File: config.mk
export PLATFORM = sky130hd
export DESIGN_NAME = tpl_touch_probe
export DESIGN_NICKNAME = d
export VERILOG_FILES = /design/src/tpl_pkg.sv /design/src/tpl_pin_sync.sv /design/src/tpl_touch_probe.sv
export VERILOG_INCLUDE_DIRS = /design/src
export SDC_FILE = /design/constraint.sdc
export NUM_CORES = 1
export LEC_CHECK = 0
export ABC_AREA = 1
export BUFFER_PORTS_ARGS = -buffer_cell sky130_fd_sc_hd__buf_4
export CAP_MARGIN = 20
export CORE_UTILIZATION = 25
export CTS_CLUSTER_SIZE = 10
export DETAILED_ROUTE_END_ITERATION = 12
export PLACE_DENSITY = 0.44
export RECOVER_POWER = 50
export SYNTH_ARGS = -nofsm -noshare
export SYNTH_HDL_FRONTEND = slang
export SYNTH_SLANG_ARGS = --single-unit
File: constraint.sdc
create_clock -name CLK_SYS -period 1.4 [get_ports CLK_SYS]
set_input_delay 0.14 -clock CLK_SYS [delete_from_list [all_inputs] [get_ports CLK_SYS]]
set_output_delay 0.14 -clock CLK_SYS [all_outputs]
set_load 0.02 [all_outputs]
File: src/tpl_defines.svh
// object indexes, bit positions, reset values and limits of the touch-probe latch
`ifndef TPL_DEFINES_SVH
`define TPL_DEFINES_SVH

`define TPL_IDX_STATUS     16'h60B9
`define TPL_IDX_P1_RISE    16'h60BA
`define TPL_IDX_P1_FALL    16'h60BB
`define TPL_IDX_P2_RISE    16'h60BC
`define TPL_IDX_P2_FALL    16'h60BD
`define TPL_IDX_ACCEL      16'h60C5
`define TPL_IDX_DECEL      16'h60C6
`define TPL_IDX_P1_RCNT    16'h60D5
`define TPL_IDX_P1_FCNT    16'h60D6

`define TPL_CTL_EN         0
`define TPL_CTL_MODE       1
`define TPL_CTL_SRC        2
`define TPL_CTL_RISE_EN    4
`define TPL_PROBE_STRIDE   8

`define TPL_ST_EN          0
`define TPL_ST_RISE        1
`define TPL_ST_RSVD_MASK   16'hF8F8

`define TPL_LIMIT_RST      32'h05F5E100
`define TPL_LIMIT_MIN      32'h00000001
`define TPL_LIMIT_MAX      32'h7FFFFFFF

`endif

File: src/tpl_pkg.sv
// types shared by the touch-probe latch modules
package tpl_pkg;

  typedef struct packed {
    logic        rd;
    logic        wr;
    logic [15:0] index;
    logic [31:0] wdata;
  } tpl_od_req_t;

  typedef struct packed {
    logic        ack;
    logic        err;
    logic [31:0] rdata;
  } tpl_od_rsp_t;

  typedef struct packed {
    logic s1;
    logic s2;
    logic s3;
    logic lvl;
    logic rise;
    logic fall;
  } tpl_sync_t;

  typedef struct packed {
    logic [3:0][31:0] pos;
    logic [3:0]       flag;
    logic [1:0]       en;
    logic [15:0]      cnt_rise1;
    logic [15:0]      cnt_fall1;
    logic [31:0]      acc;
    logic [31:0]      dec;
    tpl_od_rsp_t      rsp;
    logic [15:0]      status;
  } tpl_state_t;

endpackage : tpl_pkg

File: src/tpl_pin_sync.sv
// three-stage pin synchroniser with agreement filter and edge pulses
`timescale 1ns/1ps
`default_nettype none
module tpl_pin_sync (
  input  wire logic CLK_SYS,
  input  wire logic RST_N,
  input  wire logic PIN,
  output logic      RISE,
  output logic      FALL
);
  import tpl_pkg::*;

  tpl_sync_t st;
  tpl_sync_t next_st;

  always_comb
  begin
    next_st      = st;
    next_st.s1   = PIN;
    next_st.s2   = st.s1;
    next_st.s3   = st.s2;
    // a change only counts once stages two and three agree
    if (st.s2 == st.s3)
    begin
      next_st.lvl = st.s3;
    end
    next_st.rise = next_st.lvl & ~st.lvl;
    next_st.fall = ~next_st.lvl & st.lvl;
  end

  always_ff @(posedge CLK_SYS or negedge RST_N)
  begin
    if (!RST_N)
    begin
      st <= '0;
    end
    else
    begin
      st <= next_st;
    end
  end

  assign RISE = st.rise;
  assign FALL = st.fall;

endmodule : tpl_pin_sync
`default_nettype wire

File: src/tpl_touch_probe.sv
// touch-probe position latch with acceleration and deceleration limit objects
`timescale 1ns/1ps
`default_nettype none
`include "tpl_defines.svh"

// Operation
// - status bits 1,2 and 9,10 flag latched rising/falling edges of probes one, two
// - probe one rising edge captures position feedback into an unsigned 32-bit register
// - probe one falling edge captures position feedback into its own register
// - probe two rising edge captures position feedback into its own register
// - probe two falling edge captures position feedback into a fourth register
// - count latched probe one rising edges in 16 bits, zero after reset
// - writable acceleration limit, range 1 to 2147483647, default 100000000
// - writable deceleration limit, range 1 to 2147483647, default 100000000
// - single mode latches only the first trigger; continuous mode latches every trigger
// - per-probe source bit picks the probe input (0) or encoder index (1)
// - count latched probe one falling edges in 16 bits
module tpl_touch_probe (
  input  wire logic                 CLK_SYS,
  input  wire logic                 RST_N,
  input  wire logic [1:0]           PROBE_IN,
  input  wire logic                 ENC_INDEX,
  input  wire logic [31:0]          POS_FB,
  input  wire logic [15:0]          PROBE_CTRL,
  input  wire tpl_pkg::tpl_od_req_t OD_REQ,
  output tpl_pkg::tpl_od_rsp_t      OD_RSP,
  output logic [15:0]               STATUS,
  output logic [31:0]               ACCEL_LIMIT,
  output logic [31:0]               DECEL_LIMIT
);
  import tpl_pkg::*;

  tpl_state_t st;
  tpl_state_t next_st;
  logic [2:0] pin_raw;
  logic [2:0] pin_rise;
  logic [2:0] pin_fall;
  logic [3:0] lat;

  function automatic logic idx_known(input logic [15:0] idx);
    case (idx)
      `TPL_IDX_STATUS, `TPL_IDX_P1_RISE, `TPL_IDX_P1_FALL, `TPL_IDX_P2_RISE,
      `TPL_IDX_P2_FALL, `TPL_IDX_ACCEL, `TPL_IDX_DECEL, `TPL_IDX_P1_RCNT,
      `TPL_IDX_P1_FCNT: idx_known = 1'b1;
      default:          idx_known = 1'b0;
    endcase
  endfunction : idx_known

  function automatic logic limit_ok(input logic [31:0] val);
    limit_ok = (val >= `TPL_LIMIT_MIN) && (val <= `TPL_LIMIT_MAX);
  endfunction : limit_ok

  // pins 0,1 are the probes, pin 2 the encoder index
  // packed so every loop pass selects a pin that exists
  assign pin_raw = {ENC_INDEX, PROBE_IN};

  genvar g;
  generate
    for (g = 0; g < 3; g++)
    begin : g_sync
      tpl_pin_sync u_sync (
        .CLK_SYS (CLK_SYS),
        .RST_N   (RST_N),
        .PIN     (pin_raw[g]),
        .RISE    (pin_rise[g]),
        .FALL    (pin_fall[g])
      );
    end
  endgenerate

  // index i = probe*2 + edge, edge 0 rising, 1 falling
  generate
    for (g = 0; g < 4; g++)
    begin : g_lat
      localparam int P = g / 2;
      localparam int E = g % 2;
      localparam int B = P * `TPL_PROBE_STRIDE;
      logic sel_idx;
      logic edge_seen;
      assign sel_idx   = PROBE_CTRL[B + `TPL_CTL_SRC];
      // edges are found per pin ahead of the source mux, so switching source alone never latches
      assign edge_seen = sel_idx ? (E == 0 ? pin_rise[2] : pin_fall[2])
                                 : (E == 0 ? pin_rise[P] : pin_fall[P]);
      assign lat[g] = PROBE_CTRL[B + `TPL_CTL_EN] & PROBE_CTRL[B + `TPL_CTL_RISE_EN + E]
                    & edge_seen
                    & (PROBE_CTRL[B + `TPL_CTL_MODE] | ~st.flag[g]);
    end
  endgenerate

  always_comb
  begin
    next_st     = st;
    next_st.rsp = '0;
    for (int p = 0; p < 2; p++)
    begin
      next_st.en[p] = PROBE_CTRL[p * `TPL_PROBE_STRIDE + `TPL_CTL_EN];
    end
    for (int i = 0; i < 4; i++)
    begin
      if (lat[i])
      begin
        next_st.pos[i]  = POS_FB;
        next_st.flag[i] = 1'b1;
      end
      else if (!PROBE_CTRL[(i / 2) * `TPL_PROBE_STRIDE + `TPL_CTL_EN])
      begin
        // disabling a probe re-arms single mode
        next_st.flag[i] = 1'b0;
      end
    end
    if (lat[0])
    begin
      next_st.cnt_rise1 = st.cnt_rise1 + 16'h0001;
    end
    if (lat[1])
    begin
      next_st.cnt_fall1 = st.cnt_fall1 + 16'h0001;
    end
    if (OD_REQ.wr)
    begin
      next_st.rsp.ack = 1'b1;
      // out-of-range and read-only writes are dropped and flagged
      if (OD_REQ.index == `TPL_IDX_ACCEL && limit_ok(OD_REQ.wdata))
      begin
        next_st.acc = OD_REQ.wdata;
      end
      else if (OD_REQ.index == `TPL_IDX_DECEL && limit_ok(OD_REQ.wdata))
      begin
        next_st.dec = OD_REQ.wdata;
      end
      else
      begin
        next_st.rsp.err = 1'b1;
      end
    end
    else if (OD_REQ.rd)
    begin
      next_st.rsp.ack = 1'b1;
      next_st.rsp.err = ~idx_known(OD_REQ.index);
      case (OD_REQ.index)
        `TPL_IDX_STATUS:  next_st.rsp.rdata = {16'h0000, st.status};
        `TPL_IDX_P1_RISE: next_st.rsp.rdata = st.pos[0];
        `TPL_IDX_P1_FALL: next_st.rsp.rdata = st.pos[1];
        `TPL_IDX_P2_RISE: next_st.rsp.rdata = st.pos[2];
        `TPL_IDX_P2_FALL: next_st.rsp.rdata = st.pos[3];
        `TPL_IDX_ACCEL:   next_st.rsp.rdata = st.acc;
        `TPL_IDX_DECEL:   next_st.rsp.rdata = st.dec;
        `TPL_IDX_P1_RCNT: next_st.rsp.rdata = {16'h0000, st.cnt_rise1};
        `TPL_IDX_P1_FCNT: next_st.rsp.rdata = {16'h0000, st.cnt_fall1};
        default:          next_st.rsp.rdata = 32'h00000000;
      endcase
    end
    next_st.status = 16'h0000;
    for (int p = 0; p < 2; p++)
    begin
      next_st.status[p * `TPL_PROBE_STRIDE + `TPL_ST_EN]       = next_st.en[p];
      next_st.status[p * `TPL_PROBE_STRIDE + `TPL_ST_RISE]     = next_st.flag[p * 2];
      next_st.status[p * `TPL_PROBE_STRIDE + `TPL_ST_RISE + 1] = next_st.flag[p * 2 + 1];
    end
  end

  always_ff @(posedge CLK_SYS or negedge RST_N)
  begin
    if (!RST_N)
    begin
      st     <= '0;
      st.acc <= `TPL_LIMIT_RST;
      st.dec <= `TPL_LIMIT_RST;
    end
    else
    begin
      st <= next_st;
    end
  end

  assign OD_RSP      = st.rsp;
  assign STATUS      = st.status;
  assign ACCEL_LIMIT = st.acc;
  assign DECEL_LIMIT = st.dec;

  generate
    for (g = 0; g < 4; g++)
    begin : g_chk

    end
  endgenerate
endmodule : tpl_touch_probe
`default_nettype wire
# Yosys cells after proc, flatten, opt, wreduce, memory -nomap -nowiden
# Index checks and enable logic that the tools add are counted.
# W data, S select, Z words.
word_totals:
  word_cells: 111
  output_inout_bits: 114
  input_bits: 103
  ff_bits: 286
classes:
  n_lt_le_gt_ge: 2
  bitwise: 34
  addsub: 2
  n_eq_ne: 12
  n_reduce_logical: 6
  n_mux: 24
op_table:
  columns: ["op", "count"]
  rows:
  - ["$pmux W32 S9", 1]
  - ["$eq A16 B15 Y1 const B", 9]
  - ["$mux W34", 1]
  - ["$add A16 B1 Y16 const B", 2]
  - ["$ge A32 B1 Y1 const B", 1]
  - ["$le A32 B31 Y1 const B", 1]
  - ["$mux W32", 1]
  - ["$mux W1", 20]
  - ["$and A1 B1 Y1", 18]
  - ["$not A1 Y1", 12]
  - ["$reduce_or A9 Y1", 1]
  - ["$or A1 B1 Y1", 4]
  - ["$eq A1 B1 Y1", 3]
  - ["$logic_and A1 B1 Y1", 3]
  - ["$reduce_and A3 Y1", 1]
  - ["$mux W2", 1]
  - ["$reduce_and A2 Y1", 1]

# Longest topological paths before layout
# Gate-level depths: netlist (run 1).
logic_depth:
  depth_word: 8
  mapped_depth: 13
  ltp_nobuf: 12

# By module
# Synthesis (run 1) repeated with hierarchy kept, for this count alone.
hier_totals:
  hier_cells: 1668
  hier_area_um2: 13749.4
modules_own_cells:
  columns: ["mod", "cells_per_inst", "seq_area_each_um2", "area_each_um2", "instances"]
  rows:
  - ["tpl_touch_probe", 1629, 6636.4, 13205.2, 1]
  - ["tpl_pin_sync", 13, 150.1, 181.4, 3]

# Worst setup path after synthesis (run 1)
# No wires, ideal clock.
synth_timing:
  path_kind: "reg-to-reg"
  from: "register st[130] in the netlist's numbering"
  to: "register st[142] in the netlist's numbering"
  t_required_ps: 1277
  n_path_buf: 0
  slack_ps: -127
  period_less_slack_ps: 1527
  arrival_time_ps: 1403
  path_stages_with_launch: 8
  setup_time_ps: 123
  path_cell_list: "dfrtp_1 ha_1 nand3_1 nor3_1 nand3_1 nor3_1 nand2_1 xor2_1"
synth_via:
  elab_chain_len: 1
synth_rtl:
  columns: ["item", "line_no", "source"]
  rows:
  - ["from (decl)", "tpl_touch_probe.sv:33", "tpl_state_t st;"]
  - ["from (signal assigned)", "tpl_touch_probe.sv:172", "st <= next_st;"]
  - ["$add A16 B1 Y16", "tpl_touch_probe.sv:113", "next_st.cnt_rise1 = st.cnt_rise1 + 16'h0001;"]
# Every way passes these cells.
# A chain may end at the register's enable or synchronous reset.

# Final worst setup path (run 1)
layout_timing:
  from: "register st[149] in the netlist's numbering"
  to: "register st[118] in the netlist's numbering"
layout_via:
  elab_chain_len: 3
layout_rtl:
  columns: ["item", "line_no", "source"]
  rows:
  - ["$not A1 Y1", "tpl_touch_probe.sv:86", "& (PROBE_CTRL[B + `TPL_CTL_MODE] | ~st.flag[g]);"]
  - ["$or A1 B1 Y1", "tpl_touch_probe.sv:86", null]
  - ["$and A1 B1 Y1", "tpl_touch_probe.sv:84", "assign lat[g] = PROBE_CTRL[B + `TPL_CTL_EN] & PROBE_CTRL[B + `TPL_CTL_RISE_EN + E]"]
# Every way passes these cells.

==> results of run 1 <==
-- critical path, delay by kind of cell, from the launching register on --
family	cells	cell delay (ps)
flip-flops	1	400
XOR/XNOR	1	160
buffers and inverters	2	300
AND/OR/NAND/NOR	2	290
AO/OA/AOI/OAI	1	200
-- cell type report --
type                            instances  share of cell area, %
Clock buffer                           53                   5.20
Clock inverter                          4                  0.228
Inverter                              238                   4.54
Multi-Input combinational cell       1101                   27.2
Sequential cell                       282                   35.9
Tap cell                              748                   4.74
Timing Repair Buffer                  480                   22.1
-- state kept, by name, indices dropped and copies added, names as in the netlist --
register	count
STATUS	3
g_sync.u_sync.next_st	6
g_sync.u_sync.st	6
OD_RSP	34
DECEL_LIMIT	32
st	163
ACCEL_LIMIT	32
g_sync.u_sync.RISE	3
g_sync.u_sync.FALL	3
-- stage by stage --
stage                     hold WS, ps  setup WS [ps]  utilization, %  cell area, um^2  total power, mW
after floorplan                  -156          -72.8               -            14100             11.9
after global placement            102           -385            30.3            16700             13.4
after detailed placement          104           -368            30.3            16700             13.5
after CTS                         115          -47.6            34.4            19100             22.9
after global routing              191           -171            35.7            19700             24.4
final                             161          -87.0            35.7            19700             23.2
-- cell families after synthesis --
kind of cell,Yosys count,share of synthesized area [%]
AO/OA/AOI/OAI,184,6.62
XOR/XNOR,26,1.62
adder cells (fa/ha/maj),2,0.178
buffers and inverters,434,15.0
flip-flops,282,50.4
multiplexers,1,0.0801
other,1,0.0267
AND/OR/NAND/NOR,878,26.0
-- layout by cell type (no fill, tap or decap), drive strengths merged --
| cell | instances |
|---|---|
| conb | 10 |
| buf | 369 |
| mux2 | 1 |
| bufinv | 1 |
| o2111ai | 2 |
| a31oi | 1 |
| dfrtp | 258 |
| nand2 | 400 |
| nand3 | 24 |
| a21oi | 10 |
| nand4 | 89 |
| or2 | 1 |
| nor3 | 17 |
| nor4 | 3 |
| dfstp | 24 |
| nand3b | 1 |
| xor2 | 26 |
| inv | 238 |
| nor2b | 1 |
| nor2 | 341 |
| clkinv | 3 |
| ha | 2 |
| o21ai | 171 |
| clkbuf | 82 |
| and3 | 1 |
| dlygate4sd3 | 82 |
-- final timing paths --
kind / depth (start not counted) / endpoint / slack [ps] / startpoint
worst max register to register: 6 / st[118] / -90 / st[149]
worst min register to register: 0 / g_sync[1].u_sync.next_st[3] / 350 / g_sync[1].u_sync.next_st[4]
worst min-delay path: 5 / st[133] / 160 / PROBE_CTRL[2]
max in group asynchronous: 3 / st[193] / 150 / RST_N
worst max-delay path: 6 / st[118] / -90 / st[149]
min in group asynchronous: 2 / st[173] / 190 / RST_N
-- power by group through the flow --
stage	clock [mW]	sequential [mW]	combinational, mW
6_report	8.79	10.3	4.12
5_1_grt	9.37	10.4	4.64
4_1_cts	9.04	10.2	3.66
3_5_place_dp	0	10.2	3.28
3_3_place_gp	0	10.2	3.21
2_1_floorplan	0	10.1	1.80
-- layer usage --
| metal | global-route usage, % | wire [um] | vias up |
|---|---|---|---|
| met5 | 0 | 0 | - |
| met1 | 20.9 | 22100 | 6020 |
| met2 | 28.7 | 24800 | 255 |
| li1 | - | - | 6142 |
| met4 | 4.39 | 997 | 0 |
| met3 | 2.58 | 2260 | 61 |
-- timing repair --
item	CTS	global route
setup buffers	30	11
hold buffers	82	0
gates cloned	0	16
setup endpoints to repair	108	128
resized for setup	47	160
pin swaps	12	14
endpoints found under the hold margin	459	0
==> results.py, run 1 <==
metrics = {
    "outcome": {
        "status": "finished with violations",
        "violations": "setup timing",
    },
    "global_route": {
        "grt-ovfl-total": 0,
        "grt_antenna_before_repair": 0,
        "grt_pass1_vias": 12350,
        "grt_usage_pct": 16.4,
        "grt_pass1_wl_um": 71400,
        "grt_max_degree": 65,
    },
    "final_layout": {
        "stdcell_count": 2906,
        "multi_input_area_mm2": 0.00537,
        "fillCellCount": 5867,
        "fin_nets": 2244,
        "drive_above_1_share_pct": 26.5,
        "n_antenna_cell": 0,
        "area_growth_pct": 40.4,
        "regArea_mm2": 0.00709,
    },
    "power_and_ir_drop": {
        "pwr-share-seq_pct": 44.3,
        "p_int_mw": 16.6,
        "ir_drop_mv": 0.835,
        "powerDensity_mw_per_mm2": 1170,
        "p_sw_mw": 6.60,
        "p_leak_nw": 10.2,
        "swShare_pct": 28.5,
        "clockPowerShare_pct": 37.9,
        "combPwrFrac_pct": 17.8,
    },
    "timing": {
        "max_freq_mhz": 672,
        "hold_viol": 0,
        "worst_pin_slew_ps": 665,
        "timing.final.crit_share_pct": 106,
        "rsz0062_at_grt": "yes",
        "slew_headroom_pct": 55.7,
        "clock_skew_ps": 20.3,
        "final-setup-viol-count": 67,
        "min_period_ps": 1490,
        "finalMaxSlewViolations": 0,
        "setup_tns_ps": -1880,
        "setup_ws_ps": -87.0,
    },
    "synthesis": {
        "async_flop_share_pct": 100,
        "ys_top_cells_by_count": "nand2_1, nor2_1, dfrtp_1",
        "synth-main-ff-cell": "dfrtp_1",
        "yosysTopAreaCell": "dfrtp_1",
        "ys_seq_area_share_pct": 50.4,
        "avgSynthCellArea_um2": 7.77,
        "synth_cell_types": 33,
        "synth.cell_area_mm2": 0.0141,
        "yosysMostFrequentCell": "nand2_1",
        "yosysTopAreaCellShare_pct": 45.9,
        "yosys_warnings": 0,
        "synth_area_leaders": "dfrtp_1, nand2_1, nor2_1",
        "synth_edf_count": 0,
        "syn_inst": 1808,
        "ys_ff_latch": 282,
    },
    "floorplan": {
        "die_area_mm2": 0.0572,
        "die_x_um": 239,
        "core_area_mm2": 0.0553,
        "initial_core_util_pct": 25.4,
        "dieHeight_um": 239,
        "rows": 86,
        "io_pins": 217,
    },
    "critical_path": {
        "required_ps": 1820,
        "path_max_fanout": 9,
        "slowest_stage": "dfrtp_1",
        "slowest_delay_ps": 400,
        "startpoint_type": "register",
        "endpoint_kind": "register",
        "critPathKind": "reg2reg",
        "worstPathCellList": "a21oi_2 > nand2_4 > buf_4 > inv_1 > nand4_1 > xor2_1",
        "worstPathArrival_ps": 1910,
    },
    "cts": {
        "cts_buffers": 36,
        "cts_tree": "built",
        "htree_num_levels": 2,
        "clk_latency_ps": 550,
        "cts_root_buf": "clkbuf_16",
        "clk_pin_slew_ps": 60,
        "cts.sinks": 282,
        "clock_path_buffers": 3,
    },
    "route": {
        "dr.pass1.iters": 5,
        "wl_per_cell_um": 17.3,
        "viasPerCell": 4.29,
        "drc": 0,
        "drt_iter0_markers": 817,
        "postRouteAntennaNets": 0,
        "routed_wirelength_um": 50200,
        "vias": 12478,
    },
    "placed_design": {
        "port_buffers": 200,
        "dp_hpwl_um": 33100,
        "gp_congestion": 0.805,
        "placedCellCount": 2711,
    },
    "run": {
        "drv_cap": 0,
    },
    "worst_hold_path": {
        "hp-class": "in2reg",
    },
}
Power figures use the tool's default switching activity.
==> inputs of run 2 (changes only) <==
--- a/config.mk
+++ b/config.mk
@@ -12,7 +12,7 @@
 export CORE_UTILIZATION = 25
 export CTS_CLUSTER_SIZE = 10
 export DETAILED_ROUTE_END_ITERATION = 12
-export PLACE_DENSITY = 0.44
+export PLACE_DENSITY = 0.43
 export RECOVER_POWER = 50
 export SYNTH_ARGS = -nofsm -noshare
 export SYNTH_HDL_FRONTEND = slang
==> constraint.sdc (replaced) <==
create_clock -name CLK_SYS -period 1.75 [get_ports CLK_SYS]
set_input_delay 0.175 -clock CLK_SYS [delete_from_list [all_inputs] [get_ports CLK_SYS]]
set_output_delay 0.175 -clock CLK_SYS [all_outputs]
set_load 0.02 [all_outputs]
==> run 2 against run 1 <==
The run now ends clean. Clock skew shrank 5.8 ps. Worst setup slack gained 150 ps. Largest cell class unchanged. Core utilization shrank 2.7 points. Flip-flop and latch count is the same. Critical path depth grew 7.
==> results.py, run 2 (synthesis results as in run 1) <==
metrics = {
    "outcome": {
        "status": "completed",
    },
    "placed_design": {
        "dpl_cell_area_mm2": 0.0163,
        "gp_congestion": 0.814,
        "placedCellCount": 2661,
        "dp_hpwl_um": 33700,
        "port_buffers": 200,
    },
    "final_layout": {
        "final_cell_mix": "nand2_1, nor2_1, dfrtp_1, inv_1, buf_4",
        "mostFrequentLayoutCell": "nand2_1",
        "area_growth_pct": 29.6,
        "utilization_pct": 32.9,
        "stdcell_count": 2800,
        "regMostFlops": "st",
        "drive_above_1_share_pct": 18.6,
        "final_area_mm2": 0.0182,
        "fin_nets": 2131,
        "largest_register_ffs": 163,
    },
    "cts": {
        "clk_pin_slew_ps": 60,
        "cts_buffers": 37,
        "clock_path_buffers": 3,
        "htree_num_levels": 2,
        "cts.sinks": 282,
        "cts_root_buf": "clkbuf_16",
        "clk_latency_ps": 540,
        "cts_tree": "built",
    },
    "global_route": {
        "grt_pass1_wl_um": 72800,
        "grt_usage_pct": 16.9,
        "grt_max_degree": 66,
        "grt-ovfl-total": 0,
        "grt_pass1_vias": 12129,
        "grt_antenna_before_repair": 0,
    },
    "timing": {
        "worst_pin_slew_ps": 909,
        "min_period_ps": 1690,
        "hold_viol": 0,
        "slew_headroom_pct": 39.4,
        "timing.final.crit_share_pct": 96.4,
        "final-setup-viol-count": 0,
        "finalMaxSlewViolations": 0,
        "max_freq_mhz": 593,
        "holdWs_ps": 35.8,
        "clock_skew_ps": 14.5,
    },
    "worst_hold_path": {
        "hp-class": "in2reg",
    },
    "critical_path": {
        "path_delay_family": "buffers and inverters",
        "startpoint_type": "input pin",
        "worstPathCellList": "dlygate4sd3_1 > buf_6 > nor2_2 > nand2_1 > nor2_1 > nand2_1 > nor2_2 > buf_4 > nor3_4 > nand3_4 > clkbuf_16 > nand2_1 > nand2_1",
        "slowest_stage": "dlygate4sd3_1",
        "required_ps": 2180,
        "worstPathArrival_ps": 2110,
        "slowest_delay_ps": 540,
        "path_buf_inv": 4,
        "crit_top_cell": "nand2_1",
        "endpoint_kind": "register",
        "critPathKind": "in2reg",
        "path_max_fanout": 11,
    },
    "route": {
        "drc": 0,
        "vias": 11930,
        "routed_wirelength_um": 47500,
        "wl_per_cell_um": 17.0,
        "postRouteAntennaNets": 0,
        "dr.pass1.iters": 6,
        "viasPerCell": 4.26,
        "drt_iter0_markers": 685,
    },
    "floorplan": {
        "rows": 86,
        "dieHeight_um": 239,
        "io_pins": 217,
        "die_area_mm2": 0.0572,
        "initial_core_util_pct": 25.4,
        "core_area_mm2": 0.0553,
        "die_x_um": 239,
    },
    "power_and_ir_drop": {
        "powerDensity_mw_per_mm2": 980,
        "p_leak_nw": 9.42,
        "ir_drop_mv": 0.652,
        "power.total_mw": 17.8,
    },
    "run": {
        "drv_cap": 0,
    },
}
[run 2: power by group]
group          switching (mW)  total, mW  internal (mW)
Sequential              0.598       8.14           7.54
Clock                    2.92       7.36           4.44
Combinational            1.40       2.35          0.950
[run 2: routing by layer]
layer / wire length (um) / global-route usage, % / part of all wire, %
met3: 1730 / 2.25 / 3.6
met2: 23500 / 28.9 / 49
met4: 1280 / 5.75 / 2.7
met1: 21000 / 21.8 / 44
met5: 0 / 0 / 0
[run 2: stage by stage]
step                      TNS (ps)  setup WS [ps]
after floorplan                  0            206
after global placement       -7670           -163
after detailed placement     -6410           -152
after CTS                        0           8.78
after global routing          -257          -27.2
final                            0           62.7
[run 2: final cells by class]
class                      instances  area, um^2
antenna                            1        2.50
sequential                       282        7090
inverter                         238         897
tap                              748         936
clock buffer                      58        1100
clock inverter                     6        58.8
timing repair buffer             366        3130
multi-input combinational       1101        5000
fill                            5981       37100
[run 2: what timing repair did]
| action | 4_1_cts | 5_1_grt |
|---|---|---|
| hold buffers | 74 | 0 |
| hold endpoints to repair | 238 | 0 |
| buffers inserted | 0 | 5 |
| resized for setup | 0 | 49 |
| endpoints found under the setup margin | 0 | 60 |
[run 2: worst paths after layout]
kind,cells past startpoint,end,start,slack (ps)
worst min-delay path,3,DECEL_LIMIT[21],OD_REQ[21],40
worst max register to register,6,st[127],st[149],120
worst min register to register,0,g_sync[0].u_sync.next_st[3],g_sync[0].u_sync.next_st[4],350
max in group asynchronous,3,OD_RSP[11],RST_N,280
min in group asynchronous,2,ACCEL_LIMIT[4],RST_N,340
worst max-delay path,13,DECEL_LIMIT[4],OD_REQ[13],60
[run 2: worst register-to-register path: stages (launching register included)]
cell and delay, ps:
dfrtp_1 380, a21oi_1 220, nand2_2 200, buf_12 220
nor2_1 230, nand2_1 110, xor2_1 150
==> inputs of run 3 (changes only) <==
--- a/config.mk
+++ b/config.mk
@@ -9,10 +9,12 @@
 export ABC_AREA = 1
 export BUFFER_PORTS_ARGS = -buffer_cell sky130_fd_sc_hd__buf_4
 export CAP_MARGIN = 20
+export CELL_PAD_IN_SITES_DETAIL_PLACEMENT = 1
+export CELL_PAD_IN_SITES_GLOBAL_PLACEMENT = 2
 export CORE_UTILIZATION = 25
 export CTS_CLUSTER_SIZE = 10
 export DETAILED_ROUTE_END_ITERATION = 12
-export PLACE_DENSITY = 0.43
+export PLACE_DENSITY = 0.64
 export RECOVER_POWER = 50
 export SYNTH_ARGS = -nofsm -noshare
 export SYNTH_HDL_FRONTEND = slang
==> run 3 against run 2 <==
Clock-buffer cell count rose by 4. Cell area decreased by 1.0%. Non-clock buffer count decreased by 37. Power increased by 0.15%. Sequential power hardly changed. Sequential share of layout area grew 0.41 points. Via count shrank 0.83%. Global-route usage is 0.25 points higher. Register-to-register slack hardly changed. Worst hold slack worse by 25 ps.
==> results.py, run 3 (synthesis results as in run 1) <==
metrics = {
    "global_route": {
        "grt_antenna_before_repair": 0,
        "grt-ovfl-total": 0,
        "grt_pass1_vias": 12648,
        "grt_max_degree": 66,
        "grt_usage_pct": 17.1,
        "grt_pass1_wl_um": 74500,
    },
    "final_layout": {
        "area_growth_pct": 28.3,
        "mostFrequentLayoutCell": "nand2_1",
        "regMostFlops": "st",
        "largest_register_ffs": 163,
        "multi_input_area_mm2": 0.00503,
        "drive_above_1_share_pct": 17.2,
        "fin_nets": 2094,
        "final_cell_mix": "nand2_1, nor2_1, dfrtp_1, inv_1, buf_4",
        "regArea_mm2": 0.00709,
        "fillCellCount": 6668,
    },
    "cts": {
        "cts_root_buf": "clkbuf_16",
        "clk_latency_ps": 560,
        "cts.sinks": 282,
        "cts_buffers": 37,
        "htree_num_levels": 2,
        "clk_pin_slew_ps": 60,
        "clock_path_buffers": 3,
        "cts_tree": "built",
    },
    "timing": {
        "final-setup-viol-count": 0,
        "rsz0062_at_grt": "no",
        "min_period_ps": 1640,
        "finalMaxSlewViolations": 0,
        "max_freq_mhz": 612,
        "worst_pin_slew_ps": 1240,
        "slew_headroom_pct": 17.3,
        "hold_viol": 0,
        "timing.final.crit_share_pct": 93.4,
        "clock_skew_ps": 30.0,
        "holdWs_ps": 10.7,
        "setup_ws_ps": 115,
    },
    "route": {
        "postRouteAntennaNets": 0,
        "drt_iter0_markers": 615,
        "dr.pass1.iters": 5,
        "viasPerCell": 4.28,
        "routed_wirelength_um": 48200,
        "wl_per_cell_um": 17.4,
        "drc": 0,
        "vias": 11831,
    },
    "critical_path": {
        "r2r_cells": 7,
        "slowest_stage": "dfrtp_1",
        "worstPathCellList": "inv_1 > o21ai_0 > nand2_4 > buf_12 > nor2_2 > nand2_1 > xor2_1",
        "endpoint": "st[123]",
        "worstPathArrival_ps": 2050,
        "reg2reg_from": "g_sync[0].u_sync.FALL",
        "slowest_delay_ps": 320,
        "reg2reg_slack_ps": 110,
        "path_delay_family": "simple AND/OR/NAND/NOR gates",
        "critPathKind": "reg2reg",
        "critPathLaunch": "g_sync[0].u_sync.FALL",
        "endpoint_kind": "register",
        "worstReg2RegEnd": "st[123]",
        "path_max_fanout": 17,
        "startpoint_type": "register",
        "path_buf_inv": 2,
        "required_ps": 2160,
        "cp_num_cells": 7,
    },
    "power_and_ir_drop": {
        "powerDensity_mw_per_mm2": 992,
        "ir_drop_mv": 0.495,
        "p_leak_nw": 9.43,
        "power.total_mw": 17.9,
    },
    "floorplan": {
        "io_pins": 217,
        "core_area_mm2": 0.0553,
        "die_x_um": 239,
        "dieHeight_um": 239,
        "rows": 86,
        "initial_core_util_pct": 25.4,
        "die_area_mm2": 0.0572,
    },
    "outcome": {
        "status": "completed",
    },
    "worst_hold_path": {
        "hp-class": "in2reg",
        "hold_path_depth": 3,
        "worstHoldStart": "OD_REQ[29]",
    },
    "placed_design": {
        "port_buffers": 200,
        "gp_congestion": 0.792,
        "dp_hpwl_um": 33900,
        "post-place-ws_ps": -137,
    },
    "run": {
        "drv_cap": 0,
    },
}
run 3: changes by cell type in the layout (fill, tap and decap cells not counted), moves of 5 or more:
cell            before  now
dlymetal6s4s_1      13   29
nor2_1             328  334
nor2_2              11    5
inv_1              229  235
clkbuf_4             9    3
buf_6                9   15
inv_2                8    3
buf_4              224  189
dlygate4sd3_1       61   41
run 3: power breakdown:
group	switching, mW	internal (mW)
combinational	1.40	0.944
clock	3.00	4.40
sequential	0.582	7.54
run 3: through the flow:
step / util, % / std cells / setup TNS, ps / cell area [um^2]
after floorplan: - / 1817 / 0 / 14100
after global placement: 29.2 / 2642 / -1990 / 16200
after detailed placement: 29.2 / 2642 / -4760 / 16200
after CTS: 32.6 / 2779 / 0 / 18000
after global routing: 32.6 / 2765 / 0 / 18000
final: 32.6 / 2766 / 0 / 18000
run 3: layer usage:
metal,GRT usage [%],vias up,wire length (um)
met5,0,-,0
met4,5.73,0,1380
met3,2.32,72,1410
met2,29.9,169,23900
met1,21.6,5752,21600
li1,-,5838,-
run 3: layout make-up:
cell class | count | share of cell area [%]
sequential | 282 | 39.3
multi-input combinational | 1101 | 27.9
timing repair buffer | 329 | 16.2
clock buffer | 62 | 6.28
tap | 748 | 5.19
inverter | 238 | 4.96
clock inverter | 5 | 0.160
antenna | 1 | 0.0139
run 3: worst reg2reg max path: stages (launching register included):
cell and delay (ps):
dfrtp_1 320, inv_1 30, o21ai_0 310, nand2_4 180
buf_12 200, nor2_2 190, nand2_1 100, xor2_1 160
run 3: timing repair:
item	4_1_cts	5_1_grt
gates cloned	0	3
endpoints found under the setup margin	2	66
pin swaps	0	10
gates resized for setup	1	64
hold endpoints to repair	447	0
buffers inserted	0	1
hold buffers	70	0
run 3: how the worst min path moves through the flow:
| stage | to |
|---|---|
| detailed placement | ACCEL_LIMIT[6] |
| CTS | st[154] |
| floorplan | ACCEL_LIMIT[0] |
| global placement | ACCEL_LIMIT[6] |
| global route | st[154] |
| finish | DECEL_LIMIT[29] |
